### src/dac_cmd_pkg.sv
// Purpose: Shared constants and types for the reset and no-op command decoder
// Assumes: One 50 MHz clock; serial pins already synchronous to it
// Notes: Frame is 24 bits, most significant bit first
package dac_cmd_pkg;
    localparam int unsigned FRAME_BITS = 24;
    localparam int unsigned DATA_BITS = 16;
    localparam int unsigned CNT_BITS = 5;
    localparam logic [4:0] FRAME_BITS_CNT = 5'h18;
    localparam logic [4:0] CNT_MAX = 5'h1F;

    localparam logic [3:0] ADDR_CTRL_WR = 4'h4;
    localparam logic [3:0] ADDR_DATA_RST = 4'h7;
    localparam logic [3:0] ADDR_FULL_RST = 4'hF;

    // Control-write field positions inside the 16-bit data
    localparam int unsigned RANGE_LSB = 0;
    localparam int unsigned RANGE_MSB = 2;
    localparam int unsigned RVS_LSB = 3;
    localparam int unsigned RVS_MSB = 4;

    localparam logic [1:0] RVS_ZERO = 2'h0;
    localparam logic [1:0] RVS_MID = 2'h1;
    localparam logic [1:0] RVS_FULL = 2'h2;

    localparam logic [15:0] CODE_ZERO = 16'h0000;
    localparam logic [15:0] CODE_MID = 16'h8000;
    localparam logic [15:0] CODE_FULL = 16'hFFFF;

    localparam logic [15:0] CODE_RESET = 16'h0000;
    localparam logic [2:0] RANGE_RESET = 3'h0;
    localparam logic [1:0] RVS_RESET = 2'h0;

    typedef struct packed {
        logic [2:0] ignored;
        logic fixed_zero;
        logic [3:0] addr;
        logic [15:0] data;
    } frame_type;

    typedef enum logic [1:0] {
        ST_IDLE = 2'b00,
        ST_DECODE = 2'b01,
        ST_APPLY = 2'b11
    } dec_state_type;

    function automatic logic [15:0] reset_code(input logic [1:0] sel);
        case (sel)
            RVS_MID: reset_code = CODE_MID;
            RVS_FULL: reset_code = CODE_FULL;
            default: reset_code = CODE_ZERO;
        endcase
    endfunction
endpackage

### src/frame_shifter.sv
// Purpose: Shifts in 24-bit command frames and flags complete ones
// Assumes: Serial clock, select and data sampled on mclk
// Notes: Bits taken on sampled rising edge of the serial clock
`timescale 1ns/10ps
module frame_shifter (
    // Clock and reset
    input wire logic mclk,
    input wire logic rst_b,
    // Serial pins
    input wire logic serial_clk,
    input wire logic frame_sel_b,
    input wire logic serial_data_input,
    // Frame out
    output dac_cmd_pkg::frame_type frame_ff,
    output logic frame_vld_ff
);
    logic sclk_q_ff;
    logic fsel_q_ff;
    logic [4:0] cnt_ff;
    logic [23:0] shreg_ff;
    logic bit_take;
    logic frame_end;

    assign bit_take = !frame_sel_b && serial_clk && !sclk_q_ff;
    assign frame_end = frame_sel_b && !fsel_q_ff;

    always_ff @(posedge mclk or negedge rst_b) begin
        if (!rst_b) begin
            sclk_q_ff <= 1'b0;
            fsel_q_ff <= 1'b1;
        end else begin
            sclk_q_ff <= serial_clk;
            fsel_q_ff <= frame_sel_b;
        end
    end

    // Count saturates so an overlong frame never wraps back to 24
    always_ff @(posedge mclk or negedge rst_b) begin
        if (!rst_b) begin
            cnt_ff <= 5'h00;
            shreg_ff <= 24'h00_0000;
        end else if (frame_sel_b) begin
            cnt_ff <= 5'h00;
        end else if (bit_take) begin
            shreg_ff <= {shreg_ff[22:0], serial_data_input};
            if (cnt_ff != dac_cmd_pkg::CNT_MAX) begin
                cnt_ff <= cnt_ff + 5'h01;
            end
        end
    end

    always_ff @(posedge mclk or negedge rst_b) begin
        if (!rst_b) begin
            frame_vld_ff <= 1'b0;
            frame_ff <= '0;
        end else begin
            frame_vld_ff <= frame_end && (cnt_ff == dac_cmd_pkg::FRAME_BITS_CNT);
            if (frame_end) begin
                frame_ff <= shreg_ff;
            end
        end
    end
endmodule

### src/dac_reset_nop_command_decoder.sv
// Purpose: Executes data reset, full reset and no-op command frames
// Assumes: Host keeps bit 20 zero and reconfigures after full reset
// Notes: Control write stores range and reset value select
`timescale 1ns/10ps
module dac_reset_nop_command_decoder (
    // Clock and reset
    input wire logic mclk,
    input wire logic rst_b,
    // Serial interface
    input wire logic serial_clk,
    input wire logic frame_sel_b,
    input wire logic serial_data_input,
    // Output stage control
    output logic [15:0] dac_code_ff,
    output logic clamp_to_analog_ground_ff,
    output logic buffer_on_ff,
    output logic [2:0] range_ff,
    output logic [1:0] reset_value_select_ff,
    output logic cmd_done_ff
);
    dac_cmd_pkg::frame_type frame_in;
    dac_cmd_pkg::frame_type frame_q_ff;
    dac_cmd_pkg::dec_state_type state_ff;
    logic frame_vld;
    logic apply;
    logic do_ctrl;
    logic do_data_rst;
    logic do_full_rst;
    logic range_change;
    logic [2:0] new_range;
    logic [1:0] new_rvs;

    frame_shifter u_shift (
        .mclk(mclk),
        .rst_b(rst_b),
        .serial_clk(serial_clk),
        .frame_sel_b(frame_sel_b),
        .serial_data_input(serial_data_input),
        .frame_ff(frame_in),
        .frame_vld_ff(frame_vld)
    );

    // A frame with bit 20 set is malformed and dropped whole
    assign apply = (state_ff == dac_cmd_pkg::ST_APPLY) && !frame_q_ff.fixed_zero;
    assign do_ctrl = apply && (frame_q_ff.addr == dac_cmd_pkg::ADDR_CTRL_WR);
    assign do_data_rst = apply && (frame_q_ff.addr == dac_cmd_pkg::ADDR_DATA_RST);
    assign new_range = frame_q_ff.data[dac_cmd_pkg::RANGE_MSB:dac_cmd_pkg::RANGE_LSB];
    assign new_rvs = frame_q_ff.data[dac_cmd_pkg::RVS_MSB:dac_cmd_pkg::RVS_LSB];
    // Only counts as a change once the output is live
    assign range_change = do_ctrl && !clamp_to_analog_ground_ff && (new_range != range_ff);
    assign do_full_rst = (apply && frame_q_ff.addr == dac_cmd_pkg::ADDR_FULL_RST)
        || range_change;

    always_ff @(posedge mclk or negedge rst_b) begin
        if (!rst_b) begin
            state_ff <= dac_cmd_pkg::ST_IDLE;
        end else begin
            case (state_ff)
                dac_cmd_pkg::ST_IDLE: if (frame_vld) state_ff <= dac_cmd_pkg::ST_DECODE;
                dac_cmd_pkg::ST_DECODE: state_ff <= dac_cmd_pkg::ST_APPLY;
                dac_cmd_pkg::ST_APPLY: state_ff <= dac_cmd_pkg::ST_IDLE;
                default: state_ff <= dac_cmd_pkg::ST_IDLE;
            endcase
        end
    end

    always_ff @(posedge mclk or negedge rst_b) begin
        if (!rst_b) begin
            frame_q_ff <= '0;
            cmd_done_ff <= 1'b0;
        end else begin
            if (frame_vld && state_ff == dac_cmd_pkg::ST_IDLE) begin
                frame_q_ff <= frame_in;
            end
            cmd_done_ff <= (state_ff == dac_cmd_pkg::ST_APPLY);
        end
    end

    // Data register: data bits of reset frames are never looked at
    always_ff @(posedge mclk or negedge rst_b) begin
        if (!rst_b) begin
            dac_code_ff <= dac_cmd_pkg::CODE_RESET;
        end else if (do_full_rst) begin
            dac_code_ff <= dac_cmd_pkg::CODE_RESET;
        end else if (do_data_rst) begin
            dac_code_ff <= dac_cmd_pkg::reset_code(reset_value_select_ff);
        end
    end

    // Output stage: a plain control write releases clamp and powers buffer
    always_ff @(posedge mclk or negedge rst_b) begin
        if (!rst_b) begin
            clamp_to_analog_ground_ff <= 1'b1;
            buffer_on_ff <= 1'b0;
        end else if (do_full_rst) begin
            clamp_to_analog_ground_ff <= 1'b1;
            buffer_on_ff <= 1'b0;
        end else if (do_ctrl) begin
            clamp_to_analog_ground_ff <= 1'b0;
            buffer_on_ff <= 1'b1;
        end
    end

    // Configuration; a range change keeps the new setting through its reset
    always_ff @(posedge mclk or negedge rst_b) begin
        if (!rst_b) begin
            range_ff <= dac_cmd_pkg::RANGE_RESET;
            reset_value_select_ff <= dac_cmd_pkg::RVS_RESET;
        end else if (do_ctrl) begin
            range_ff <= new_range;
            reset_value_select_ff <= new_rvs;
        end else if (do_full_rst) begin
            range_ff <= dac_cmd_pkg::RANGE_RESET;
            reset_value_select_ff <= dac_cmd_pkg::RVS_RESET;
        end
    end

    // No-op address table, one compare per entry
    localparam int unsigned NOP_COUNT = 5;
    localparam logic [19:0] NOP_ADDRS = 20'hE_D650;
    logic [NOP_COUNT-1:0] nop_hit;
    logic is_nop;

    for (genvar g = 0; g < NOP_COUNT; g++) begin : g_nop
        assign nop_hit[g] = (frame_q_ff.addr == NOP_ADDRS[g*4 +: 4]);
    end
    // Other unknown addresses belong to other command blocks
    assign is_nop = |nop_hit;

    // Cycles since the last executed frame, saturating so it never wraps
    // Read by the spacing check only; it never reaches an output
    logic [2:0] since_done_ff;
    always_ff @(posedge mclk or negedge rst_b) begin
        if (!rst_b) begin
            since_done_ff <= 3'h7;
        end else if (cmd_done_ff) begin
            since_done_ff <= 3'h0;
        end else if (since_done_ff != 3'h7) begin
            since_done_ff <= since_done_ff + 3'h1;
        end
    end
endmodule

### config.mk
export PLATFORM = sky130hd
export DESIGN_NAME = dac_reset_nop_command_decoder
export DESIGN_NICKNAME = d
export VERILOG_FILES = /design/src/dac_cmd_pkg.sv /design/src/frame_shifter.sv /design/src/dac_reset_nop_command_decoder.sv
export SDC_FILE = /design/constraint.sdc
export NUM_CORES = 1
export LEC_CHECK = 0
export BUFFER_PORTS_ARGS = -buffer_cell sky130_fd_sc_hd__buf_2
export CAP_MARGIN = 20
export CORE_ASPECT_RATIO = 1.1
export CORE_MARGIN = 3
export CORE_UTILIZATION = 54
export DETAILED_ROUTE_END_ITERATION = 8
export HOLD_SLACK_MARGIN = 0.05
export PLACE_DENSITY_LB_ADDON = 0.3
export RECOVER_POWER = 100
export SETUP_SLACK_MARGIN = 0.15
export SLEW_MARGIN = 20
export SYNTH_ARGS = -nofsm -noshare
export SYNTH_HDL_FRONTEND = slang
export SYNTH_HIERARCHICAL = 1
export SYNTH_SLANG_ARGS = --single-unit
export TNS_END_PERCENT = 5
### constraint.sdc
create_clock -name mclk -period 1.7 [get_ports mclk]
set_input_delay 0.085 -clock mclk [delete_from_list [all_inputs] [get_ports mclk]]
set_output_delay 0.085 -clock mclk [all_outputs]
set_load 0.03 [all_outputs]
### Yosys cells after proc, flatten, opt, wreduce, memory -nomap -nowiden

Cells that the tools add are included.
Widths: inputs -> output; s select.

| word-level totals | value |
|---|---|
| output and inout port bits | 24 |
| flip-flop bits (word level) | 75 |

| cells by class | value |
|---|---|
| equal/unequal tests | 11 |
| bitwise gates (word level) | 1 |
| reductions and logical operators | 24 |
| muxes and demuxes | 16 |
| $add $sub $neg | 1 |

Operators by type and width:

| kind | number |
|---|---|
| $mux 16 | 2 |
| $pmux 16 s2 | 1 |
| $mux 5 | 3 |
| $logic_and 1x1->1 | 11 |
| $eq 4x3->1 const B | 2 |
| $reduce_bool 2->1 | 4 |
| $mux 2 | 3 |
| $mux 3 | 2 |
| $add 5x1->5 const B | 1 |
| $eq 5x5->1 const B | 1 |
| $logic_not 1->1 | 5 |
| $ne 5x5->1 const B | 1 |
| $eq 2x1->1 const B | 2 |
| $eq 2x2->1 const B | 2 |
| $eq 4x4->1 const B | 1 |
| $mux 1 | 4 |
| $pmux 2 s2 | 1 |
| $reduce_and 2->1 | 2 |
| $ne 3x3->1 | 1 |
| $logic_not 2->1 | 1 |
| $ne 2x1->1 const B | 1 |
| $logic_or 1x1->1 | 1 |
| $not 1->1 | 1 |

### Depth between registers and ports, before layout

| logic depth | value |
|---|---|
| depth in word-level cells | 8 |
| depth in mapped cells | 6 |
| mapped depth without buffers | 6 |

### By module

Netlist, hierarchy kept.

By module, submodules not included:

| module | cells an instance | times used | sequential area each (µm²) | area an instance (µm²) |
|---|---|---|---|---|
| frame_shifter | 134 | 1 | 1402.6 | 2185.8 |
| dac_reset_nop_command_decoder | 94 | 1 | 551.8 | 1078.5 |

### Least setup slack after synthesis

Ideal clock, no wire load.

| timing | value |
|---|---|
| path kind | reg2reg |
| start point | reg u_shift.cnt_ff[0] |
| end point | reg u_shift.cnt_ff[3] |
| slack | -0.077 ns |
| stages on the path, launching flop included | 7 |
| arrival | 1.652 ns |
| required time | 1.575 ns |
| clock period less this slack | 1.777 ns |
| path buffers | 0 |
| path through | dfrtp_1 -> ha_1 -> and3_1 -> ha_1 -> nor3b_2 -> nand4_1 -> mux2_2 |

| between the ends | value |
|---|---|
| word-level cells in the longest chain between the ends | 4 |

RTL lines:

| item | line | source |
|---|---|---|
| from (decl) | frame_shifter.sv:19 | `logic [4:0] cnt_ff;` |
| from (signal assigned) | frame_shifter.sv:47 | `cnt_ff <= cnt_ff + 5'h01;` |
| $add 5x1->5 | frame_shifter.sv:47 |  |
| $mux 5 | frame_shifter.sv:46 | `if (cnt_ff != dac_cmd_pkg::CNT_MAX) begin` |
| $mux 5 | frame_shifter.sv:44 | `end else if (bit_take) begin` |
| $mux 5 | frame_shifter.sv:42 | `end else if (frame_sel_b) begin` |

Several ways; a longest one is shown, not always the timed one. The select of a mux whose other input is x is not followed.
A chain may end at the register's enable or synchronous reset.

### Final worst setup path

Ends and elaborated chain as after synthesis.

==> metrics.md <==
| Metric | Value |
|---|---|
| Chip Width | `around 73 um` |
| Element type at the critical path end | `register` |
| Final Cycle Share | `0.978` |
| Yosys warnings | `6` |
| Clk Latency, worst-skew pair | `roughly 0.32 ns` |
| Area Overhead vs Synth | `12.5%` |
| Worst endpoint required time | `between 1.5 and 2 ns` |
| R2R cell count | `6` |
| Antenna diode count | `0` |
| Clock buffer count from CTS | `9` |
| # port buffers | `28` |
| DR iter-0 viols | `56` |
| Post-DR wirelength/cell | `between 10 and 15 um` |
| Clock Skews | `0.00432 ns` |
| # fillers | `389` |
| Period minus WS final | `roughly 1.7 ns` |
| Hold depth | `3` |
| H-tree lvl count | `3` |
| Power per standard cell area | `approximately 1100 nW/um2` |
| Fraction of final layout cells sized beyond drive strength 1 | `0.322` |
| Status | `complete, no violations` |
| Area after DPL | `about 2800 um2` |
| Initial antenna violation count | `0` |
| RSZ-0062 raised after global routing | `yes` |
| Starting Density | `0.565` |
| Worst VDD drop | `0.502 mV` |
| CTS root buf | `clkbuf_8` |
| Worst path bufs/invs | `0` |
| Final Cell Area | `2980 um2` |
| Via count | `about 1500` |
| Syn avg cell area | `roughly 14 um2` |
| Clk sink count | `61` |
| Reg2reg setup slack | `0.04 ns` |
| Startpoint Class | `register` |
| Final setup viols | `0` |
| Leakage Power | `1.45 nW` |
| Syn nets | `around 200` |
| Global route overflow | `0` |
| Die area | `roughly 5800 um2` |
| Mapped Area | `around 2600 um2` |
| Final hold vios | `0` |
| # nets final | `~230` |
| Pin count of the biggest net entering global routing | `38` |
| CP arrival | `between 1.5 and 2 ns` |
| Vias per std cell | `~5.3` |
| Hold endpoint | `u_shift/cnt_ff[3]$_DFFE_PN0P_` |
| Row cnt | `26` |
| Initial DRT Pass Iterations | `4` |
| Critical path's largest stage delay | `about 0.39 ns` |
| Cell family with the largest share of critical-path delay | `simple AND/OR/NAND/NOR gates` |
| FMAX | `approximately 600 MHz` |
| Number of global-route vias before repair | `around 1500` |
| Die H | `79.4 um` |
| IO Pins | `29` |
| Worst Tran Pin Value | `roughly 0.78 ns` |
| Max-cap viol count | `0` |
| HPWL after DPL | `2700 um` |
| Pre-CTS setup slack | `-0.00591 ns` |
| CTS tree | `done` |
| Post-route ant nets | `0` |
| Worst-path maximum fanout | `2` |
| Slowest cell on crit path | `dfrtp_1` |
| Power Total | `3.17 mW` |
| Critical path, cell by cell | `ha_2, and3_4, ha_4, nor3b_4, nand4_1, mux2_2` |
| Final Wtd Congestion | `~0.86` |
| Reg2Reg Capture Point | `u_shift/cnt_ff[3]$_DFFE_PN0P_` |
| Max Transition Viols Final | `0` |
| Hold wc startpoint | `frame_sel_b` |
| Post-Route WL | `4080 um` |
| Hold WS | `between 0.2 and 0.25 ns` |
| Clk buf depth | `2` |
| Mapped Cells | `~190` |
| Final setup margin | `0.0377 ns` |
| Worst Hold Class | `in -> reg` |
| Core area | `approximately 4700 um2` |
| Crit Path Class | `reg -> reg` |
| GRT Total Usage | `0.160` |
| First-pass GRT wire length | `~7000 um` |
| Max_slew headroom | `0.483` |
| Residual DRC count | `0` |
| RR Startpoint | `u_shift/cnt_ff[0]$_DFFE_PN0P_` |
| Post-Route Setup TNS | `0 ns` |
| Clk slew on worst S/H paths | `0.06 ns` |
-- how the worst max path moves through the flow --
stage	start	to	slack [ns]	cells after the start
global route	u_shift/cnt_ff[0]$_DFFE_PN0P_	u_shift/cnt_ff[4]$_DFFE_PN0P_	-0.02	7
floorplan	u_shift/cnt_ff[0]$_DFFE_PN0P_	u_shift/cnt_ff[3]$_DFFE_PN0P_	0.03	6
detailed placement	u_shift/cnt_ff[0]$_DFFE_PN0P_	u_shift/cnt_ff[4]$_DFFE_PN0P_	-0.006	7
finish	u_shift/cnt_ff[0]$_DFFE_PN0P_	u_shift/cnt_ff[3]$_DFFE_PN0P_	0.04	6
CTS	u_shift/cnt_ff[0]$_DFFE_PN0P_	u_shift/cnt_ff[3]$_DFFE_PN0P_	0.02	6
global placement	u_shift/cnt_ff[0]$_DFFE_PN0P_	u_shift/cnt_ff[1]$_DFFE_PN0P_	0.13	7
-- power by group --
part           switching (mW)  internal (mW)
clock                   0.481          0.751
combinational          0.0907          0.149
sequential             0.0908           1.61
-- cell usage in the layout (no fill, tap or decap), types with 3 or more instances in the layout --
cell,instances
dfrtp_1,59
mux2_2,42
clkbuf_1,30
clkbuf_8,11
nor2_1,8
a21oi_1,5
mux2i_1,5
dlygate4sd3_1,5
inv_1,4
nand3_1,4
o21ai_0,4
buf_2,4
nand2_1,3
xor2_1,3
buf_4,3
-- cell type report --
type | count | area [um2] | share of cell area
timing repair buffer | 42 | 215 | 0.0722
multi-input combinational | 105 | 957 | 0.321
sequential | 61 | 1530 | 0.513
tap | 56 | 70.1 | 0.0235
clock inverter | 1 | 30.0 | 0.0101
clock buffer | 14 | 163 | 0.0546
inverter | 4 | 15.0 | 0.00504
-- repair_timing --
action | in CTS | in global routing
gates resized for setup | 3 | 3
pin swaps | 2 | 4
hold endpoints to repair | 26 | 0
setup buffers | 2 | 0
endpoints found under the setup margin | 5 | 12
hold buffers | 5 | 0
-- tightest hold or removal path, delay by kind of cell --
| family | cells | cell delay, ns |
|---|---|---|
| buf+inv | 1 | 0.17 |
| simple gates | 1 | 0.13 |
| mux | 1 | 0.15 |
-- metrics by stage --
step / std cells / util
after floorplan: 194 / -
after global placement: 261 / 0.591
after detailed placement: 261 / 0.591
after CTS: 283 / 0.650
after global routing: 283 / 0.636
final: 283 / 0.636
-- state kept, by name (all words and copies together), names as in the netlist --
signal,cells
u_shift/shreg_ff,21
frame_q_ff,10
u_shift/frame_ff,10
u_shift/cnt_ff,5
range_ff,3
dac_code_ff,2
reset_value_select_ff,2
state_ff,2
buffer_on_ff,1
clamp_to_analog_ground_ff,1
cmd_done_ff,1
u_shift/frame_vld_ff,1
u_shift/fsel_q_ff,1
u_shift/sclk_q_ff,1
-- layer usage --
metal	global-route usage	vias to the layer above	wire length (um)
li1	-	718	-
met1	0.186	730	1700
met2	0.257	40	2040
met3	0.0642	7	268
met4	0.0738	0	66
met5	0	-	0
No activity file was read; power rests on OpenSTA's default activity.
